<file path="src/rtl/pcmo_cfg.svh">
// Offsets, field positions, reset values and timing constants of the PCM output port
`ifndef PCMO_CFG_SVH
`define PCMO_CFG_SVH

`define PCMO_OFS_DIV 8'h54
`define PCMO_OFS_CONF 8'h55
`define PCMO_OFS_ROUTE 8'h56
`define PCMO_OFS_POST 8'h61
`define PCMO_OFS_HOLD 8'h63
`define PCMO_OFS_FRAC_L 8'h64
`define PCMO_OFS_FRAC_H 8'h65

`define PCMO_RST_DIV 8'h03
`define PCMO_RST_CONF 8'h21
`define PCMO_RST_ROUTE 2'h0
`define PCMO_RST_POST 5'h07
`define PCMO_RST_HOLD 1'h0
`define PCMO_RST_FRAC_L 8'h46
`define PCMO_RST_FRAC_H 8'h5b

`define PCMO_BIT_LSB_FIRST 6
`define PCMO_BIT_PAD_LEFT 5
`define PCMO_BIT_WS_POL 4
`define PCMO_BIT_FRAMING 3
`define PCMO_BIT_EDGE 2

`define PCMO_FRAC_ONE 17'h10000
`define PCMO_SLOT_NARROW 6'h10
`define PCMO_SLOT_WIDE 6'h20
`define PCMO_LAST_NARROW 6'h1f
`define PCMO_LAST_WIDE 6'h3f
`define PCMO_OVERSAMPLE_CLOCK_TRACK_KHZ 12288

`endif

</file>
<file path="src/rtl/pcmo_pkg.sv">
// Types shared by the PCM output port
package pcmo_pkg;

    typedef enum logic [1:0] {
        PCMO_ROUTE_STRAIGHT = 2'h0,
        PCMO_ROUTE_LEFT_BOTH = 2'h1,
        PCMO_ROUTE_RIGHT_BOTH = 2'h2,
        PCMO_ROUTE_SWAP = 2'h3
    } pcmo_route_e;

    typedef enum logic [1:0] {
        PCMO_WIDTH_16 = 2'h0,
        PCMO_WIDTH_18 = 2'h1,
        PCMO_WIDTH_20 = 2'h2,
        PCMO_WIDTH_24 = 2'h3
    } pcmo_width_e;

    typedef logic [23:0] pcmo_sample_t;

endpackage : pcmo_pkg

</file>
<file path="src/rtl/pcmo_pair_buf.sv">
// Two-entry buffer for left/right sample pairs
`timescale 1ns/1ps
`default_nettype none

module pcmo_pair_buf (
    input wire logic core_clk_i,
    input wire logic rst_i,
    input wire logic [47:0] in_data_i,
    input wire logic in_valid_i,
    output logic in_ready_o,
    output logic [47:0] out_data_o,
    output logic out_valid_o,
    input wire logic out_ready_i
);
    logic [47:0] mem_q [2];
    logic wr_ptr_q;
    logic rd_ptr_q;
    logic [1:0] count_q;
    logic [1:0] count_d;
    logic push;
    logic pop;

    assign push = in_valid_i && in_ready_o;
    assign pop = out_valid_o && out_ready_i;
    assign out_data_o = mem_q[rd_ptr_q];

    always_comb begin
        count_d = count_q;
        if (push && !pop) begin
            count_d = count_q + 2'h1;
        end else if (pop && !push) begin
            count_d = count_q - 2'h1;
        end
    end

    always_ff @(posedge core_clk_i or posedge rst_i) begin
        if (rst_i) begin
            count_q <= 2'h0;
            in_ready_o <= 1'b1;
            out_valid_o <= 1'b0;
        end else begin
            count_q <= count_d;
            in_ready_o <= (count_d != 2'h2);
            out_valid_o <= (count_d != 2'h0);
        end
    end

    always_ff @(posedge core_clk_i or posedge rst_i) begin
        if (rst_i) begin
            wr_ptr_q <= 1'b0;
            rd_ptr_q <= 1'b0;
        end else begin
            if (push) begin
                wr_ptr_q <= ~wr_ptr_q;
            end
            if (pop) begin
                rd_ptr_q <= ~rd_ptr_q;
            end
        end
    end

    always_ff @(posedge core_clk_i) begin
        if (push) begin
            mem_q[wr_ptr_q] <= in_data_i;
        end
    end

endmodule : pcmo_pair_buf

`default_nettype wire

</file>
<file path="src/rtl/pcmo_port.sv">
// Serial PCM output port: registers, oversampling clock, bit clock and serializer
`timescale 1ns/1ps
`include "pcmo_cfg.svh"
`default_nettype none

// Summary of operation
// - Bit clock equals oversampling clock over 2*(1+divisor); divisor resets to 0x03.
// - A word-select period spans 32 bit clocks at 16 bits, else 64.
// - Bit 6 set sends least significant bit first, clear sends most first.
// - Bit 5 picks right padding (0) or left padding (1) for wide samples.
// - Polarity bit 1 drives word select low for left; 0 inverts it.
// - Bit 3 picks standard framing (0) or alternative; reads 0 after resets.
// - Edge bit 0 changes data on falling bit-clock edge; 1 on rising.
// - Width field 00/01/10/11 gives 16/18/20/24 bits; wide uses 32 slots.
// - Configuration register resets to 0x21 on hardware and software reset.
// - Routing 00 straight, 01 left to both, 10 right to both, 11 swap.
// - Five-bit post divider divides oscillator by value plus one; resets to 0x07.
// - Core rewrites post divider for stream rate; host may write it too.
// - Hold bit set keeps oversampling clock at user setting despite rate changes.
// - Hold clear lets oversampling clock track 512, 384 or 256 times rate.
// - Tracking mode default oversampling clock is 12.288 MHz.
// - Fraction is high*256+low; clock is ref/(N+1)*(M+1+frac/65536)/(post+1).
module pcmo_port
    import pcmo_pkg::*;
#(
    parameter logic [7:0] PLL_IN_DIV = 8'h00,
    parameter logic [7:0] PLL_INT_MULT = 8'h00
) (
    input wire logic core_clk_i,
    input wire logic rst_i,
    input wire logic soft_reset_i,
    input wire logic [7:0] reg_addr_i,
    input wire logic reg_wr_i,
    input wire logic [7:0] reg_wdata_i,
    output logic [7:0] reg_rdata_o,
    input wire logic [4:0] core_post_div_i,
    input wire logic core_post_div_wr_i,
    input wire logic [23:0] pcm_left_i,
    input wire logic [23:0] pcm_right_i,
    input wire logic pcm_valid_i,
    output logic pcm_ready_o,
    output logic oversample_clock_o,
    output logic bit_clock_o,
    output logic word_select_o,
    output logic serial_data_o
);
    logic [7:0] div_q;
    logic [6:0] conf_q;
    logic [1:0] route_q;
    logic [4:0] post_q;
    logic hold_q;
    logic [7:0] frac_l_q;
    logic [7:0] frac_h_q;
    logic [7:0] act_div_q;
    logic [6:0] act_conf_q;
    logic [7:0] pre_cnt_q;
    logic [23:0] acc_q;
    logic [24:0] acc_sum;
    logic [4:0] post_cnt_q;
    logic osc_tick_q;
    logic [8:0] half_cnt_q;
    logic [8:0] half_last;
    logic launch;
    logic [5:0] pos_q;
    logic [5:0] pos_last;
    logic [5:0] next_pos;
    logic [5:0] lead_pos;
    logic frame_start;
    logic [6:0] cfg_now;
    logic [47:0] buf_data;
    logic buf_valid;
    pcmo_sample_t cur_l_q;
    pcmo_sample_t cur_r_q;
    pcmo_sample_t new_l;
    pcmo_sample_t new_r;
    logic host_post_wr;

    assign host_post_wr = reg_wr_i && (reg_addr_i == `PCMO_OFS_POST);

    // Register file; both resets load the defaults
    always_ff @(posedge core_clk_i or posedge rst_i) begin
        if (rst_i) begin
            div_q <= `PCMO_RST_DIV;
            conf_q <= 7'(`PCMO_RST_CONF);
            route_q <= `PCMO_RST_ROUTE;
            post_q <= `PCMO_RST_POST;
            hold_q <= `PCMO_RST_HOLD;
            frac_l_q <= `PCMO_RST_FRAC_L;
            frac_h_q <= `PCMO_RST_FRAC_H;
        end else if (soft_reset_i) begin
            div_q <= `PCMO_RST_DIV;
            conf_q <= 7'(`PCMO_RST_CONF);
            route_q <= `PCMO_RST_ROUTE;
            post_q <= `PCMO_RST_POST;
            hold_q <= `PCMO_RST_HOLD;
            frac_l_q <= `PCMO_RST_FRAC_L;
            frac_h_q <= `PCMO_RST_FRAC_H;
        end else begin
            if (reg_wr_i) begin
                case (reg_addr_i)
                    `PCMO_OFS_DIV: div_q <= reg_wdata_i;
                    `PCMO_OFS_CONF: conf_q <= reg_wdata_i[6:0];
                    `PCMO_OFS_ROUTE: route_q <= reg_wdata_i[1:0];
                    `PCMO_OFS_HOLD: hold_q <= reg_wdata_i[0];
                    `PCMO_OFS_FRAC_L: frac_l_q <= reg_wdata_i;
                    `PCMO_OFS_FRAC_H: frac_h_q <= reg_wdata_i;
                    default: ;
                endcase
            end
            // Host write wins over a core update in the same cycle
            if (host_post_wr) begin
                post_q <= reg_wdata_i[4:0];
            end else if (core_post_div_wr_i && !hold_q) begin
                post_q <= core_post_div_i;
            end
        end
    end

    always_ff @(posedge core_clk_i or posedge rst_i) begin
        if (rst_i) begin
            reg_rdata_o <= 8'h00;
        end else begin
            case (reg_addr_i)
                `PCMO_OFS_DIV: reg_rdata_o <= div_q;
                `PCMO_OFS_CONF: reg_rdata_o <= {1'b0, conf_q};
                `PCMO_OFS_ROUTE: reg_rdata_o <= {6'h00, route_q};
                `PCMO_OFS_POST: reg_rdata_o <= {3'h0, post_q};
                `PCMO_OFS_HOLD: reg_rdata_o <= {7'h00, hold_q};
                `PCMO_OFS_FRAC_L: reg_rdata_o <= frac_l_q;
                `PCMO_OFS_FRAC_H: reg_rdata_o <= frac_h_q;
                default: reg_rdata_o <= 8'h00;
            endcase
        end
    end

    // Fractional synthesizer standing in for the PLL
    assign acc_sum = {1'b0, acc_q} + {1'b0, PLL_INT_MULT + 8'h01, frac_h_q, frac_l_q};

    always_ff @(posedge core_clk_i or posedge rst_i) begin
        if (rst_i) begin
            pre_cnt_q <= 8'h00;
            acc_q <= 24'h000000;
            post_cnt_q <= 5'h00;
            osc_tick_q <= 1'b0;
        end else begin
            osc_tick_q <= 1'b0;
            if (pre_cnt_q >= PLL_IN_DIV) begin
                pre_cnt_q <= 8'h00;
                acc_q <= acc_sum[23:0];
                if (acc_sum[24]) begin
                    if (post_cnt_q >= post_q) begin
                        post_cnt_q <= 5'h00;
                        osc_tick_q <= 1'b1;
                    end else begin
                        post_cnt_q <= post_cnt_q + 5'h01;
                    end
                end
            end else begin
                pre_cnt_q <= pre_cnt_q + 8'h01;
            end
        end
    end

    // With hold set, only the host or a hardware or software reset changes post_q, so the clock stays put
    always_ff @(posedge core_clk_i or posedge rst_i) begin
        if (rst_i) begin
            oversample_clock_o <= 1'b0;
        end else if (osc_tick_q) begin
            oversample_clock_o <= ~oversample_clock_o;
        end
    end

    // Bit clock: one half period is 2*(1+divisor) oscillator edges
    assign half_last = {act_div_q, 1'b1};
    assign launch = osc_tick_q && (half_cnt_q == half_last)
        && (bit_clock_o != act_conf_q[`PCMO_BIT_EDGE]);

    always_ff @(posedge core_clk_i or posedge rst_i) begin
        if (rst_i) begin
            half_cnt_q <= 9'h000;
            bit_clock_o <= 1'b0;
        end else if (osc_tick_q) begin
            if (half_cnt_q == half_last) begin
                half_cnt_q <= 9'h000;
                bit_clock_o <= ~bit_clock_o;
            end else begin
                half_cnt_q <= half_cnt_q + 9'h001;
            end
        end
    end

    // Position within the frame, and the frame boundary
    assign pos_last = (act_conf_q[1:0] == PCMO_WIDTH_16) ? `PCMO_LAST_NARROW
        : `PCMO_LAST_WIDE;
    assign next_pos = (pos_q == pos_last) ? 6'h00 : pos_q + 6'h01;
    assign frame_start = launch && (next_pos == 6'h00);
    assign cfg_now = frame_start ? conf_q : act_conf_q;
    // Standard framing moves word select one bit ahead of the data
    assign lead_pos = cfg_now[`PCMO_BIT_FRAMING] ? next_pos
        : ((next_pos == pos_last) ? 6'h00 : next_pos + 6'h01);

    always_ff @(posedge core_clk_i or posedge rst_i) begin
        if (rst_i) begin
            pos_q <= `PCMO_LAST_NARROW;
            act_div_q <= `PCMO_RST_DIV;
            act_conf_q <= 7'(`PCMO_RST_CONF);
        end else if (launch) begin
            pos_q <= next_pos;
            if (frame_start) begin
                act_div_q <= div_q;
                act_conf_q <= conf_q;
            end
        end
    end

    // Sample pair intake; an empty buffer at a frame boundary sends silence
    pcmo_pair_buf u_pair_buf (
        .core_clk_i(core_clk_i),
        .rst_i(rst_i),
        .in_data_i({pcm_left_i, pcm_right_i}),
        .in_valid_i(pcm_valid_i),
        .in_ready_o(pcm_ready_o),
        .out_data_o(buf_data),
        .out_valid_o(buf_valid),
        .out_ready_i(frame_start)
    );

    always_comb begin
        new_l = buf_valid ? buf_data[47:24] : 24'h000000;
        new_r = buf_valid ? buf_data[23:0] : 24'h000000;
        case (pcmo_route_e'(route_q))
            PCMO_ROUTE_LEFT_BOTH: new_r = new_l;
            PCMO_ROUTE_RIGHT_BOTH: new_l = new_r;
            PCMO_ROUTE_SWAP: begin
                new_l = new_r;
                new_r = buf_valid ? buf_data[47:24] : 24'h000000;
            end
            default: ;
        endcase
    end

    always_ff @(posedge core_clk_i or posedge rst_i) begin
        if (rst_i) begin
            cur_l_q <= 24'h000000;
            cur_r_q <= 24'h000000;
        end else if (frame_start) begin
            cur_l_q <= new_l;
            cur_r_q <= new_r;
        end
    end

    // Bit for frame position p under configuration c
    function automatic logic slot_bit(input logic [5:0] p, input logic [6:0] c,
                                      input pcmo_sample_t l, input pcmo_sample_t r);
        logic wide;
        logic [5:0] s;
        logic [5:0] w;
        logic [5:0] pin;
        logic [5:0] off;
        logic [5:0] k;
        pcmo_sample_t smp;
        wide = (c[1:0] != PCMO_WIDTH_16);
        s = wide ? `PCMO_SLOT_WIDE : `PCMO_SLOT_NARROW;
        case (pcmo_width_e'(c[1:0]))
            PCMO_WIDTH_18: w = 6'h12;
            PCMO_WIDTH_20: w = 6'h14;
            PCMO_WIDTH_24: w = 6'h18;
            default: w = 6'h10;
        endcase
        pin = wide ? {1'b0, p[4:0]} : {2'h0, p[3:0]};
        smp = (p >= s) ? r : l;
        off = c[`PCMO_BIT_PAD_LEFT] ? (s - w) : 6'h00;
        k = pin - off;
        slot_bit = 1'b0;
        if ((pin >= off) && (k < w)) begin
            if (c[`PCMO_BIT_LSB_FIRST]) begin
                slot_bit = smp[5'(6'h18 - w + k)];
            end else begin
                slot_bit = smp[5'(6'h17 - k)];
            end
        end
    endfunction : slot_bit

    always_ff @(posedge core_clk_i or posedge rst_i) begin
        if (rst_i) begin
            serial_data_o <= 1'b0;
            word_select_o <= 1'b1;
        end else if (launch) begin
            serial_data_o <= slot_bit(next_pos, cfg_now, frame_start ? new_l : cur_l_q,
                                      frame_start ? new_r : cur_r_q);
            word_select_o <= (lead_pos > pos_last[5:1]) ^ ~cfg_now[`PCMO_BIT_WS_POL];
        end
    end

    bit_toggle_a: assert property (@(posedge core_clk_i) disable iff (rst_i)
        osc_tick_q && (half_cnt_q == half_last) |=> bit_clock_o != $past(bit_clock_o))
        else $error("bit clock did not toggle at divisor count");

    frame_wrap_a: assert property (@(posedge core_clk_i) disable iff (rst_i)
        launch && (pos_q == pos_last) |=> pos_q == 6'h00)
        else $error("frame position did not wrap at frame length");

    ws_level_a: assert property (@(posedge core_clk_i) disable iff (rst_i)
        frame_start |=> word_select_o == ~act_conf_q[`PCMO_BIT_WS_POL])
        else $error("word select level wrong for channel and polarity");

    soft_reset_a: assert property (@(posedge core_clk_i) disable iff (rst_i)
        soft_reset_i |=> (conf_q == 7'h21) && (div_q == 8'h03) && (post_q == 5'h07))
        else $error("software reset did not restore defaults");

    route_swap_a: assert property (@(posedge core_clk_i) disable iff (rst_i)
        frame_start && buf_valid && (route_q == 2'h3) |=> cur_l_q == $past(buf_data[23:0]))
        else $error("swap routing did not put right sample on left");

    hold_post_a: assert property (@(posedge core_clk_i) disable iff (rst_i)
        hold_q && core_post_div_wr_i && !host_post_wr && !soft_reset_i |=> $stable(post_q))
        else $error("core changed post divider while held");

    track_post_a: assert property (@(posedge core_clk_i) disable iff (rst_i)
        !hold_q && core_post_div_wr_i && !host_post_wr && !soft_reset_i
            |=> post_q == $past(core_post_div_i))
        else $error("core post divider update lost");

    shadow_cfg_a: assert property (@(posedge core_clk_i) disable iff (rst_i)
        !frame_start |=> $stable(act_conf_q) && $stable(act_div_q))
        else $error("active configuration changed mid frame");

    data_edge_a: assert property (@(posedge core_clk_i) disable iff (rst_i)
        $changed(serial_data_o) |-> $past(launch)
            && ($past(bit_clock_o) != $past(act_conf_q[`PCMO_BIT_EDGE])))
        else $error("serial data changed off the launch edge");

endmodule : pcmo_port

`default_nettype wire

</file>
<file path="config.mk">
export PLATFORM = sky130hd
export DESIGN_NAME = pcmo_port
export DESIGN_NICKNAME = d
export VERILOG_FILES = /design/src/rtl/pcmo_pkg.sv /design/src/rtl/pcmo_pair_buf.sv /design/src/rtl/pcmo_port.sv
export VERILOG_INCLUDE_DIRS = /design/src /design/src/rtl
export SDC_FILE = /design/constraint.sdc
export NUM_CORES = 1
export LEC_CHECK = 0
export BUFFER_PORTS_ARGS = -buffer_cell sky130_fd_sc_hd__buf_2
export CAP_MARGIN = 20
export CELL_PAD_IN_SITES_DETAIL_PLACEMENT = 2
export CELL_PAD_IN_SITES_GLOBAL_PLACEMENT = 2
export CORE_ASPECT_RATIO = 0.75
export CORE_MARGIN = 2
export CORE_UTILIZATION = 37
export DETAILED_ROUTE_END_ITERATION = 10
export PLACE_DENSITY_LB_ADDON = 0.1
export REMOVE_ABC_BUFFERS = 1
export SLEW_MARGIN = 10
export SYNTH_ARGS = -nofsm -noshare
export SYNTH_HDL_FRONTEND = slang
export SYNTH_HIERARCHICAL = 1
export SYNTH_SLANG_ARGS = --single-unit
</file>
<file path="constraint.sdc">
create_clock -name core_clk_i -period 6 [get_ports core_clk_i]
set_input_delay 0 -clock core_clk_i [delete_from_list [all_inputs] [get_ports core_clk_i]]
set_output_delay 0 -clock core_clk_i [all_outputs]
set_load 0.01 [all_outputs]
</file>
# Word level (Yosys, flattened, before mapping)
# Memory sizes are Yosys's and may differ from the RTL's.
# Cells that the tools add are included.
word_totals:
  reg_bits: 173
  mem_bits_rw: 96
  inputBits: 75
  output_inout_bits: 13
  word_cells: 165
  n_memories: 1
op_classes:
  addsub: 13
  n_lt_le_gt_ge: 8
  n_eq_ne: 18
  mux: 55
  bitwise_logic: 6
  n_reduce_logical: 36
memory_table:
  columns: ["memory", "depth", "width", "rd", "rd_ports_with_merged_regs", "write_ports", "line_no", "rtl"]
  rows:
  - ["u_pair_buf.mem_q", 2, 48, 1, 0, 1, "pcmo_pair_buf.sv:15", "logic [47:0] mem_q [2];"]
ops:
  columns: ["op", "n"]
  rows:
  - ["24-bit two-way mux", 7]
  - ["8-bit two-way mux", 10]
  - ["8-bit by 7-bit == test with 1-bit output, second input constant", 7]
  - ["8-bit one-hot mux with 7 select lines", 1]
  - ["6-bit two-way mux", 7]
  - ["7-bit two-way mux", 4]
  - ["24-bit by 17-bit adder with 25-bit output", 1]
  - ["5-bit two-way mux", 5]
  - ["2-bit AND reduction", 9]
  - ["2-bit nonzero test", 9]
  - ["6-bit by 1-bit adder with 6-bit output, second input constant", 2]
  - ["6-bit == test", 2]
  - ["5-bit by 6-bit < comparator with 1-bit output, second input constant", 2]
  - ["1-bit two-way mux", 12]
  - ["4-bit one-hot mux with 3 select lines", 1]
  - ["1-bit binary-select mux with 5-bit select", 2]
  - ["1-bit logical AND", 10]
  - ["2-bit two-way mux", 5]
  - ["5-bit subtractor, first input constant", 2]
  - ["9-bit by 1-bit adder with 9-bit output, second input constant", 1]
  - ["9-bit == test", 1]
  - ["9-bit two-way mux", 1]
  - ["8-bit by 1-bit adder with 8-bit output, second input constant", 1]
  - ["2-bit == test, second input constant", 4]
  - ["22 further kinds", 30]

# Longest topological paths before layout
# Gate-level depths: netlist of the first run.
logic_depth:
  depth_word: 18
  mapped_depth: 28
  ltp_nobuf: 25

# Modules after synthesis
# Netlist of the first run, hierarchy kept.
modules_own_cells:
  columns: ["module", "n_inst", "cells_each", "area_each_um2", "seq_area_each_um2"]
  rows:
  - ["pcmo_port", 1, 1119, 10292.4, 4010.1]
  - ["pcmo_pair_buf", 1, 178, 3809.9, 3034.2]

# Least setup slack after synthesis of the first run
# OpenSTA, ideal clock, no wires.
synth_path:
  kind: "flip-flop to flip-flop"
  start: "register pos_q[0]"
  end: "register serial_data_o"
  setup_time_ps: 120
  arrival_ps: 6320
  required_ps: 5880
  slack_ps: -439
  path_stages_with_launch: 28
  n_path_buf: 4
  synth_period_minus_slack_ps: 6439
  cell_sequence: "dfstp_2 > ha_1 > and4_1 > a221o_1 > o2bb2ai_1 > nand4b_2 > clkbuf_1 > buf_2 > clkbuf_1 > mux2_2 > ha_1 > inv_1 > nor2_1 > ha_1 > fa_1 > clkbuf_1 > inv_1 > ha_1 > ha_1 > a21o_1 > a21oi_1 > xnor2_1 > xor2_1 > or3_1 > a2111oi_0 > a311o_1 > or3_1 > a31o_1"
synth_between:
  elab_chain_cells: 16
  elab_cells_between_ends: 33
  classes_between: "add/sub: 6; order compare: 3; eq/ne: 4; mux: 16; reduce/logical: 4"
synth_lines:
  columns: ["element", "line_no", "rtl"]
  rows:
  - ["from (decl)", "pcmo_port.sv:64", "logic [5:0] pos_q;"]
  - ["from (signal assigned)", "pcmo_port.sv:204", "pos_q <= `PCMO_LAST_NARROW;"]
  - ["from (signal assigned)", "pcmo_port.sv:208", "pos_q <= next_pos;"]
  - ["6-bit by 1-bit adder with 6-bit output / 6-bit == test (equally long branches)", "pcmo_port.sv:195", "assign next_pos = (pos_q == pos_last) ? 6'h00 : pos_q + 6'h01;"]
  - ["6-bit two-way mux *", "pcmo_port.sv:195", null]
  - ["6-bit zero test *", "pcmo_port.sv:196", "assign frame_start = launch && (next_pos == 6'h00);"]
  - ["1-bit logical AND *", "pcmo_port.sv:196", null]
  - ["7-bit two-way mux *", null, null]
  - ["net cfg_now[0]", "pcmo_port.sv:69", "logic [6:0] cfg_now;"]
  - ["2-bit == test / 2-bit by 1-bit == test with 1-bit output (equally long branches)", "pcmo_port.sv:264", "case (pcmo_width_e'(c[1:0]))"]
  - ["4-bit one-hot mux with 3 select lines", "pcmo_port.sv:264", null]
  - ["6-bit two-way mux", "pcmo_port.sv:288", "end else if (launch) begin"]
  - ["6-bit subtractor", "pcmo_port.sv:272", "off = c[`PCMO_BIT_PAD_LEFT] ? (s - w) : 6'h00;"]
  - ["6-bit two-way mux", "pcmo_port.sv:272", null]
  - ["5-bit by 6-bit subtractor with 6-bit output", "pcmo_port.sv:273", "k = pin - off;"]
  - ["5-bit subtractor / 5-bit adder (equally long branches)", "pcmo_port.sv:279, pcmo_port.sv:277", null]
  - ["1-bit binary-select mux with 5-bit select, on equally long branches", "pcmo_port.sv:279, pcmo_port.sv:277", null]
  - ["1-bit two-way mux, on equally long branches", "pcmo_port.sv:279, pcmo_port.sv:277", null]
  - ["1-bit two-way mux", "pcmo_port.sv:276", "if (c[`PCMO_BIT_LSB_FIRST]) begin"]
  - ["1-bit two-way mux *", "pcmo_port.sv:275", "if ((pin >= off) && (k < w)) begin"]
  - ["to (signal assigned)", "pcmo_port.sv:289", "serial_data_o <= slot_bit(next_pos, cfg_now, frame_start ? new_l : cur_l_q,"]
  - ["to (decl)", "pcmo_port.sv:45", "output logic serial_data_o"]
# Mark *: on every way through the listed nets, which the timed path passes. The rest lies on a longest branch. The select of a mux whose other input is x is not followed.
# A chain may end at the register's enable or synchronous reset.

# Final worst setup path of the first run
# Same ends and word-level chain as after synthesis.

==> run summary, run 1 <==
Outcome -> finished clean
Avg Cell Area, Syn -> 10.9 sq um
Largest area contributor in the netlist -> dfrtp_1
Via count -> 10700
Fin. Hold Viols -> 0
Grt ovf -> 0
HP Class -> in -> reg
Clock Path Buffers -> 3
Sw Pwr -> 1.50 mW
Most common flop cell mapped by yosys -> dfrtp_1
Worst endpoint data arrival time -> 6.18 ns
Gate power share -> 19.6%
CP Max Fanout -> 7
Initial antenna violation count -> 0
WL/cell -> 20.9 um
Async SR Flop Fraction -> 63.2%
PwrDens -> 300 nW/um^2
Top cell type's share of synthesized area -> 24.7%
Largest net degree at the start of global routing -> 70
TritonRoute pass-1 iters -> 5
Clk root buf -> clkbuf_16
Synth Instances -> 1297
Synthesis-to-finish area growth -> 20.6%
Worst-path clk slew -> 0.06 ns
RSZ-0062 raised after global routing -> no
Final HPWL DP -> 28.3 mm
Row cnt -> 61
CTS buffer count -> 29
Die Ht -> 173 um
Final min period -> 5.70 ns
TritonCTS clock tree -> done
Placeable Area -> 37300 sq um
Share of cells above drive strength 1 -> 20.5%
Least-Margin Pin Slew -> 0.991 ns
Layout Nets -> 1593
Mapped Area -> 14100 sq um
Worst hold slack -> 0.141 ns
Leak Pwr -> 6.93 nW
Total GRT Usage -> 21.2%
Crit-path leading delay family -> adder cells
CP cell instances -> ha_4 > and4_1 > a221o_1 > o2bb2ai_2 > nand4b_4 > mux2_2 > inv_1 > ha_1 > or2_2 > inv_1 > fa_1 > inv_1 > ha_1 > ha_1 > a21o_1 > a21oi_1 > xnor2_1 > xor2_1 > or3_1 > a2111oi_0 > a311o_1 > or3_1 > a31o_1
Sequential-to-total area share from yosys stat -> 50.0%
Clk_lat worst skew -> 0.58 ns
Final period utilization -> 95.1%
Die Area -> 39700 sq um
Routed WL -> 41.6 mm
Post-synth cell types -> 82
Buf/Inv on CP -> 3
Final slew viol count -> 0
#FFs+latches synth -> 261
Tightest slew margin relative to the limit -> 34.0%
Via-per-instance ratio -> 5.36
Number of inserted diodes -> 0
Synth area leaders -> dfrtp_1, edfxtp_1, mux2i_1, nand2_1, mux2_2
Final ANT Viol Nets -> 0
Placer Congestion -> 0.809
Area after DPL -> 15100 sq um
Starting DRT DRC Count -> 559
Filler cells -> 3814
Max incr delay on CP -> 0.61 ns
Clock power frac -> 37.1%
Clk sinks -> 261
Slowest CP cell -> dfstp_2
# setup viols final -> 0
Setup TNS -> 0 ns
Maxcap violations -> 0
Final WS setup -> 0.295 ns
EDFF count, synth -> 96
Switching Share -> 29.4%
Post-place setup slack -> -0.00428 ns
First-pass GRT wire length -> 67.8 mm
Highest clock rate -> 175 MHz
Peak VDD IR -> 0.207 mV
Critical Path End Type -> flop
Setup Skew -> 0.0131 ns
Cell-internal power -> 3.60 mW
Post-route DRC -> 0
Starting Density -> 37.8%
I/O pins -> 88
Vias in the first global route -> 11800
Port Buffer Count -> 87
YS warnings -> 6
CP Class -> reg -> reg
CP Launch Type -> flop
CP required -> 6.47 ns
Flop pwr share -> 43.2%
Post-route cell area -> 17000 sq um
H-tree Lvls -> 1
Die width -> 229 um
[area by class of cell]
type                       instances  area, sq um  share of cell area [%]
inverter                          47          181                    1.07
clock inverter                    19          220                    1.29
sequential                       261         7050                    41.4
multi-input combinational        923         6630                    39.0
tap                              504          631                    3.71
clock buffer                      35          778                    4.57
timing repair buffer             205         1520                    8.96
[cells in the mapped netlist, types with 5 or more instances]
master,count
nand2_1,210
dfrtp_1,139
mux2i_1,99
edfxtp_1,96
mux2_2,64
o31ai_1,61
nor2_1,57
a21oi_1,49
ha_1,48
inv_1,43
clkbuf_1,40
nand3_1,37
xnor2_1,33
o21ai_0,32
dfstp_2,26
xor2_1,20
nand4_1,16
and3_1,12
buf_2,12
nand2b_1,11
mux2_4,10
nand3b_1,10
o22ai_1,10
a31oi_1,9
nor3_1,9
and2_1,8
nor2b_1,8
buf_1,7
a21boi_0,6
a21o_1,5
a222oi_1,5
[cells in the final DEF, fill, tap and decap left out, drive strengths merged, types with 5 or more instances in the layout]
cell type / synthesis / final
a21boi: 6 / 6
a21o: 6 / 6
a21oi: 50 / 50
a222oi: 5 / 5
a31oi: 9 / 9
and2: 10 / 10
and3: 13 / 13
buf: 26 / 124
clkbuf: 40 / 35
clkinv: 1 / 12
dfrtp: 139 / 139
dfstp: 26 / 26
dlygate4sd3: 0 / 81
edfxtp: 96 / 96
ha: 48 / 48
inv: 46 / 48
mux2: 76 / 76
mux2i: 100 / 100
nand2: 210 / 210
nand2b: 11 / 11
nand3: 37 / 37
nand3b: 10 / 10
nand4: 16 / 16
nor2: 57 / 57
nor2b: 8 / 8
nor3: 9 / 9
nor4: 5 / 5
o211ai: 5 / 5
o21ai: 36 / 36
o22ai: 10 / 10
o31ai: 61 / 61
or3: 5 / 5
xnor2: 33 / 33
xor2: 21 / 21
[power groups by stage]
| stage | Sequential, mW | Combinational [mW] | Clock (mW) |
|---|---|---|---|
| 2_1_floorplan | 2.23 | 0.643 | 0 |
| 3_5_place_dp | 2.24 | 0.961 | 0 |
| 4_1_cts | 2.21 | 1.01 | 1.95 |
| 5_1_grt | 2.23 | 1.13 | 2.01 |
| 3_3_place_gp | 2.22 | 0.927 | 0 |
| 6_report | 2.20 | 1.00 | 1.89 |
[registers in the layout, indices dropped and copies added, names as in the netlist, 2 cells and up]
signal and flops:
u_pair_buf/mem_q 96, acc_q 24, cur_l_q 24, cur_r_q 24
half_cnt_q 9, act_div_q 8, div_q 8, frac_h_q 8
frac_l_q 8, reg_rdata_o 8, act_conf_q 7, conf_q 7
pos_q 6, post_cnt_q 5, post_q 5, route_q 2
u_pair_buf/count_q 2
[cells by family after synthesis]
kind of cell | after synthesis | synth area share [%]
multiplexers | 178 | 13.8
XOR/XNOR | 54 | 3.41
buffers and inverters | 113 | 3.41
flip-flops | 261 | 50.0
AO/OA/AOI/OAI | 236 | 11.5
adder cells (fa/ha/maj) | 51 | 4.68
AND/OR/NAND/NOR | 404 | 13.2
[through the flow]
step | util, % | power (mW) | instances
2_1_floorplan | - | 2.87 | 1231
3_3_place_gp | 40.5 | 3.15 | 1853
3_5_place_dp | 40.5 | 3.20 | 1853
4_1_cts | 45.4 | 5.17 | 1988
5_1_grt | 45.6 | 5.37 | 1994
6_report | 45.6 | 5.10 | 1994
[metal layers]
metal	vias up	routed length [um]	track usage [%]
met5	-	0	0
met4	0	612	3.46
met3	50	1230	3.12
met2	127	18800	33.4
met1	5497	20900	31.4
li1	5022	-	-
[timing repair]
action | 4_1_cts | 5_1_grt
resized for setup | 1 | 4
endpoints found under the hold margin | 189 | 0
pin swaps | 0 | 1
hold buffers | 81 | 0
setup endpoints to repair | 1 | 1
buffers inserted | 0 | 6
[final timing paths]
check | startpoint | endpoint | slack (ns) | cells past startpoint
hold reg to reg | acc_q[22] | acc_q[22] | 0.47 | 1
max in group asynchronous | rst_i | route_q[0] | 4.01 | 5
setup / recovery | pos_q[0] | serial_data_o | 0.30 | 23
hold / removal | pcm_left_i[18] | u_pair_buf/mem_q[1][42] | 0.14 | 2
setup reg to reg | pos_q[0] | serial_data_o | 0.30 | 23
min in group asynchronous | rst_i | u_pair_buf/out_valid_o | 0.53 | 4
No activity file was read; power rests on OpenSTA's default activity.
==> run 2, diff against run 1 <==
- GPL_TIMING_DRIVEN: default -> 0
==> run 2 against run 1 <==
Worst hold slack improved by 0.0012 ns. Largest cell class unchanged. Clock skew up 0.0074 ns. Die area is the same. Maximum frequency grew 0.76%. Sequential share of layout area down 1.1 points. Clock power fell by 4%. Count of clock-buffer cells in the layout increased by 6.
==> run summary, run 2 (synthesized netlist as in run 1, its figures left out) <==
Utilization after layout -> 46.9% (+1.3 points)
Total GRT Usage -> 22.3% (+1.0 points)
Number of inserted diodes -> 0 (unchanged)
Final ANT Viol Nets -> 0 (unchanged)
Peak VDD IR -> 0.250 mV (+21%)
TritonRoute pass-1 iters -> 6 (+1)
Area after DPL -> 15200 sq um (+0.23%)
Routed WL -> 43.9 mm (+5.7%)
Clock Path Buffers -> 3 (unchanged)
Fin. Hold Viols -> 0 (unchanged)
GRT met2 Usage -> 36.0% (+2.5 points)
First-pass GRT wire length -> 70.4 mm (+3.9%)
Final HPWL DP -> 28.1 mm (-0.89%)
Final period utilization -> 94.4% (-0.72 points)
Sw Pwr -> 1.49 mW (-0.28%)
Row cnt -> 61 (unchanged)
Worst hold slack -> 0.142 ns (+0.00118 ns)
Largest net degree at the start of global routing -> 108 (+54%)
RSZ-0062 raised after global routing -> no
Via count -> 10900 (+1.8%)
# setup viols final -> 0 (unchanged)
Die Ht -> 173 um (unchanged)
Final slew viol count -> 0 (unchanged)
Filler cells -> 3732 (-2.1%)
PwrDens -> 289 nW/um^2 (-3.5%)
WL/cell -> 21.9 um (+4.9%)
Top reg by flops -> u_pair_buf/mem_q
Cell-internal power -> 3.56 mW (-1.0%)
Setup TNS -> 0 ns (unchanged)
Initial antenna violation count -> 2 (+2)
Met1 Usage GRT -> 31.8% (+0.38 points)
Share of cells above drive strength 1 -> 22.3% (+1.8 points)
Layout Nets -> 1607 (+0.88%)
TritonCTS clock tree -> done
Vias in the first global route -> 12100 (+2.0%)
Worst endpoint data arrival time -> 6.12 ns (-0.06 ns)
Critical Path End Type -> flop
Tightest slew margin relative to the limit -> 35.1% (+1.2 points)
H-tree Lvls -> 1 (unchanged)
Via-per-instance ratio -> 5.42 (+1.1%)
Global route hottest layer -> met2
Gate power share -> 20.3% (+0.7 points)
CP Max Fanout -> 5 (-2)
Least-Margin Pin Slew -> 0.965 ns (-0.0256 ns)
Global routing usage on met3 -> 3.10% (-0.016 points)
CP required -> 6.46 ns (about the same)
Clk_lat worst skew -> 0.58 ns (about the same)
Final min period -> 5.66 ns (-0.0432 ns)
Clk sinks -> 261 (unchanged)
Port Buffer Count -> 87 (unchanged)
Highest clock rate -> 177 MHz (+0.76%)
Final WS setup -> 0.339 ns (+0.0432 ns)
Starting DRT DRC Count -> 627 (+12%)
Most frequent cells in the layout -> nand2_1, dfrtp_1, mux2i_1
Die width -> 229 um (unchanged)
Starting Density -> 37.8% (unchanged)
I/O pins -> 88 (unchanged)
Flop pwr share -> 43.8% (+0.6 points)
Switching Share -> 29.5% (+0.15 points)
Post-route cell area -> 17500 sq um (+2.8%)
Maxcap violations -> 0 (unchanged)
Placeable Area -> 37300 sq um (unchanged)
CTS buffer count -> 30 (+3.4%)
Leak Pwr -> 7.09 nW (+2.4%)
Grt ovf -> 0 (unchanged)
Setup Skew -> 0.0205 ns (+0.00743 ns)
Post-route DRC -> 0 (unchanged)
Synthesis-to-finish area growth -> 24.0%
Post-place setup slack -> -1.59 ns (-1.59 ns)
Outcome -> finished clean
Most common cell after layout, fill and taps aside -> nand2_1
CP Class -> reg -> reg
Number of flip-flops in the largest register -> 96 (unchanged)
Clock power frac -> 35.9% (-1.2 points)
HP Class -> in -> reg
Clk root buf -> clkbuf_16
Die Area -> 39700 sq um (unchanged)
Worst-path clk slew -> 0.07 ns (about the same)
Placer Congestion -> 0.756 (-6.6%)
CP Launch Type -> flop
-- run 2: cell types whose count changed in the layout (fill, tap and decap cells not counted), moves of 3 or more --
cell,change
inv_1,-4
ha_2,+4
ha_1,-5
inv_2,+4
buf_12,+7
clkbuf_1,+3
bufinv_16,-3
buf_16,+5
clkbuf_16,+3
clkinv_2,-3
buf_4,-7
-- run 2: repair_timing --
action	in CTS	in global routing
endpoints found under the setup margin	1	1
pin swaps	7	9
setup buffers	23	8
hold endpoints to repair	273	0
hold buffers	83	0
gates resized for setup	17	14
gates cloned	4	1
-- run 2: worst paths after layout --
kind | start | to | cells after the start | slack, ns
hold reg to reg | acc_q[22] | acc_q[22] | 1 | 0.46
setup reg to reg | pos_q[1] | serial_data_o | 25 | 0.34
min in group asynchronous | rst_i | cur_r_q[16] | 4 | 0.55
max in group asynchronous | rst_i | route_q[1] | 5 | 4.51
setup / recovery | pos_q[1] | serial_data_o | 25 | 0.34
hold / removal | pcm_left_i[9] | u_pair_buf/mem_q[0][33] | 2 | 0.14
-- run 2: critical path: stages (launching register included) --
cell and delay (ns):
dfstp_2 0.58, ha_4 0.19, and4_4 0.24, a221o_1 0.20, o2bb2ai_4 0.15, nand4b_4 0.14, buf_12 0.19, mux2_4 0.31
ha_2 0.20, inv_1 0.08, nor2_1 0.05, ha_2 0.19, fa_2 0.39, xor2_4 0.23, inv_1 0.09, ha_1 0.27
inv_1 0.04, ha_2 0.37, a21oi_2 0.07, xnor2_1 0.19, xor2_1 0.22, or3_1 0.14, a2111oi_0 0.05, a311o_1 0.39
or3_1 0.38, a31o_1 0.18
-- run 2: per-stage QoR --
| stage | instances | total power, mW |
|---|---|---|
| final | 2009 | 5.06 |
| after global placement | 1822 | 3.13 |
| after floorplan | 1231 | 2.87 |
| after CTS | 2000 | 5.10 |
| after global routing | 2009 | 5.34 |
| after detailed placement | 1834 | 3.22 |
-- run 2: metal layers --
| layer | wire length (um) | vias up |
|---|---|---|
| li1 | - | 5075 |
| met1 | 20900 | 5617 |
| met3 | 1630 | 58 |
| met2 | 20600 | 141 |
| met5 | 0 | - |
| met4 | 822 | 0 |
-- run 2: area by class of cell --
class	count	area, sq um	share of cell area (%)
sequential	261	7050	40.3
clock buffer	41	853	4.88
tap	504	631	3.61
inverter	47	185	1.06
multi-input combinational	925	6790	38.8
timing repair buffer	216	1860	10.7
clock inverter	15	115	0.658
-- run 2: power by group through the flow --
stage / Combinational (mW) / Sequential, mW / Clock [mW]
finish: 1.02 / 2.22 / 1.82
global route: 1.15 / 2.24 / 1.95
CTS: 1.01 / 2.23 / 1.86
detailed placement: 0.957 / 2.26 / 0
global placement: 0.875 / 2.26 / 0
floorplan: 0.643 / 2.23 / 0
==> run 3, diff against run 2 <==
- ABC_AREA: default -> 1
- CORE_UTILIZATION: 37 -> 34
- PLACE_DENSITY: default -> 0.82
- PLACE_DENSITY_LB_ADDON: 0.1 -> default
==> run 3 against run 2 <==
Sequential cell count unchanged. Register-to-register slack got worse by 0.16 ns. Worst hold slack got worse by 0.11 ns. Die area increased by 5.7%. Non-clock buffer count decreased by 27. Total power increased by 3.2%. Synthesized cell count increased by 23%. First-iteration DRC count increased by 21%. Sequential power increased by 3%. Design area decreased by 4.8%. Setup slack got worse by 0.16 ns. Global-route usage increased by 0.43 points. Critical path type unchanged. Largest cell class unchanged.
==> run summary, run 3 <==
Outcome -> finished clean
Die Area -> 42000 sq um (+5.7%)
Slowest CP cell -> dfstp_2
Avg Cell Area, Syn -> 8.58 sq um (-21%)
CP Class -> reg -> reg
Sw Pwr -> 1.60 mW (+7.3%)
Final HPWL DP -> 29.2 mm (+3.9%)
Row cnt -> 63 (+3.3%)
Initial antenna violation count -> 2 (unchanged)
Most frequent cells in the layout -> nand2_1, nand3_1, inv_1
Most common flop cell mapped by yosys -> dfrtp_1
Vias in the first global route -> 13500 (+11%)
Leak Pwr -> 8.04 nW (+13%)
Final period utilization -> 96.9% (+2.6 points)
CP Launch Type -> flop
Via count -> 12100 (+11%)
Worst-path clk slew -> 0.06 ns (about the same)
Tightest slew margin relative to the limit -> 30.0% (-5.1 points)
Cell-internal power -> 3.62 mW (+1.5%)
Clk_lat worst skew -> 0.57 ns (about the same)
Synth area leaders -> dfrtp_1, edfxtp_1, nand2_1, nand3_1, dfstp_2
Top reg by flops -> u_pair_buf/mem_q
Die Ht -> 178 um (+2.8%)
Starting Density -> 34.6% (-3.2 points)
Starting DRT DRC Count -> 761 (+21%)
Setup TNS -> 0 ns (unchanged)
WL/cell -> 20.9 um (-4.4%)
Critical Path End Type -> flop
Final WS setup -> 0.183 ns (-0.155 ns)
YS warnings -> 6 (unchanged)
Least-Margin Pin Slew -> 1.05 ns (+0.0843 ns)
Largest net degree at the start of global routing -> 112 (+3.7%)
Number of flip-flops in the largest register -> 96 (unchanged)
Sequential-to-total area share from yosys stat -> 51.4% (+1.4 points)
Flop pwr share -> 43.6% (-0.2 points)
Synth Instances -> 1599 (+23%)
I/O pins -> 88 (unchanged)
Fin. Hold Viols -> 0 (unchanged)
Mapped Area -> 13700 sq um (-2.8%)
Placeable Area -> 39600 sq um (+6.2%)
Gate power share -> 21.2% (+0.9 points)
Maxcap violations -> 0 (unchanged)
Top-count cell post-synth -> nand2_1
Commonest cells post-synth -> nand2_1, nand3_1, inv_1, dfrtp_1, o21ai_0
Switching Share -> 30.7% (+1.2 points)
Clk root buf -> clkbuf_16
Total GRT Usage -> 22.7% (+0.43 points)
#FFs+latches synth -> 261 (unchanged)
Post-synth cell types -> 53 (-35%)
First-pass GRT wire length -> 75.0 mm (+6.5%)
Share of cells above drive strength 1 -> 12.7% (-9.5 points)
Grt ovf -> 0 (unchanged)
Max incr delay on CP -> 0.60 ns (+0.02 ns)
Clock power frac -> 35.2% (-0.7 points)
Most common cell after layout, fill and taps aside -> nand2_1
Setup Skew -> 0.0170 ns (-0.00355 ns)
Top cell type's share of synthesized area -> 25.4% (+0.70 points)
# setup viols final -> 0 (unchanged)
Largest area contributor in the netlist -> dfrtp_1
Routed WL -> 48.2 mm (+9.8%)
Register area -> 7050 sq um (about the same)
Clk sinks -> 261 (unchanged)
EDFF count, synth -> 96 (unchanged)
Die width -> 236 um (+2.8%)
Highest clock rate -> 172 MHz (-2.7%)
Tot Pwr -> 5.22 mW (+3.2%)
CP Max Fanout -> 19 (+14)
Final ANT Viol Nets -> 0 (unchanged)
HP Class -> in -> async
Via-per-instance ratio -> 5.26 (-3.0%)
Layout Nets -> 1890 (+18%)
Post-place setup slack -> -0.787 ns (+0.805 ns)
Worst endpoint data arrival time -> 6.27 ns (+0.15 ns)
Port Buffer Count -> 87 (unchanged)
Utilization after layout -> 42.0% (-4.8 points)
R2r worst-path depth -> 30 (+20%)
Peak VDD IR -> 0.238 mV (-4.8%)
H-tree Lvls -> 1 (unchanged)
Clock Path Buffers -> 3 (unchanged)
CP required -> 6.45 ns (about the same)
CTS buffer count -> 29 (-3.3%)
Final min period -> 5.82 ns (+0.155 ns)
TritonCTS clock tree -> done
Post-route DRC -> 0 (unchanged)
Final slew viol count -> 0 (unchanged)
Area of the multi-input gates -> 5810 sq um (-14%)
Filler cells -> 4398 (+18%)
PwrDens -> 313 nW/um^2 (+8.4%)
Most used cell, CP -> ha_1
Async SR Flop Fraction -> 63.2% (unchanged)
Placer Congestion -> 0.804 (+6.4%)
Synthesis-to-finish area growth -> 21.5%
TritonRoute pass-1 iters -> 5 (-1)
run 3: changes by cell type after synthesis, moves of 16 or more:
| cell | change |
|---|---|
| mux2i_1 | -99 |
| xnor2_1 | -20 |
| nand3b_1 | +29 |
| nand2_1 | +308 |
| nand3_1 | +144 |
| o31ai_1 | -60 |
| mux2_2 | -63 |
| o21ai_0 | +87 |
| inv_1 | +116 |
| clkbuf_1 | -16 |
run 3: cells by family (layout without fill, tap and decap cells):
family / after synthesis / count (layout) / synth area share [%]
and+or+nand+nor: 819 / 822 / 26.0
DFF: 261 / 261 / 51.4
buffers and inverters: 226 / 410 / 6.86
AOI/OAI and AO/OA: 198 / 198 / 8.06
adders and majority gates: 51 / 51 / 4.82
xor gates and xnor gates: 43 / 43 / 2.80
muxes: 1 / 1 / 0.0821
other: 0 / 2 / 0
run 3: metal layers:
layer	wire [um]	share of wire, %	up-vias	track usage, %
li1	-	-	5588	-
met1	21800	45	6199	29.8
met2	23400	48	263	39.0
met3	1790	3.7	85	3.16
met4	1230	2.6	0	6.77
met5	0	0	-	0
run 3: power by group through the flow:
stage | registers [mW] | logic (mW) | clock network, mW
finish | 2.28 | 1.11 | 1.84
global placement | 2.34 | 0.884 | 0
detailed placement | 2.31 | 1.05 | 0
floorplan | 2.29 | 0.690 | 0
CTS | 2.28 | 1.11 | 1.86
global route | 2.30 | 1.27 | 1.94
run 3: area by class of cell:
cell class | count | share of cell area (%)
Multi-Input combinational cell | 1115 | 34.9
Clock inverter | 15 | 0.669
Inverter | 168 | 3.87
Clock buffer | 38 | 5.18
Antenna cell | 2 | 0.0300
Sequential cell | 261 | 42.3
Tap cell | 520 | 3.91
Timing Repair Buffer | 189 | 9.13
run 3: worst paths after layout:
check | to | startpoint | slack (ns)
worst max-delay path | serial_data_o | pos_q[1] | 0.18
worst min-delay path | cur_l_q[9] | rst_i | 0.03
worst max register to register | serial_data_o | pos_q[1] | 0.18
worst min register to register | cur_r_q[7] | cur_r_q[7] | 0.47
max in group asynchronous | route_q[0] | rst_i | 5.09
min in group core_clk_i | hold_q | reg_addr_i[0] | 0.06
run 3: critical path: cells and delay by family (launching register included):
| kind | cells | cell delay (ns) |
|---|---|---|
| AND/OR/NAND/NOR | 14 | 1.70 |
| buffers and inverters | 4 | 0.46 |
| XOR/XNOR | 3 | 0.68 |
| flip-flops | 1 | 0.60 |
| AO/OA/AOI/OAI | 3 | 0.55 |
| adder cells (fa/ha/maj) | 6 | 1.71 |
run 3: repair_timing:
item	in CTS	in global routing
endpoints found under the hold margin	289	0
cloned	2	1
endpoints found under the setup margin	1	1
hold buffers	85	0
pin swaps	3	3
resized for setup	4	8
buffers inserted	2	5
run 3: per-stage QoR:
step                      area, sq um  hold slack [ns]  std cells
after floorplan                 13400           -0.210       1541
after global placement          14500          -0.0482       2148
after detailed placement        14700           0.0172       2156
after CTS                       16600          0.00876       2298
after global routing            16700           0.0475       2308
final                           16700           0.0292       2308
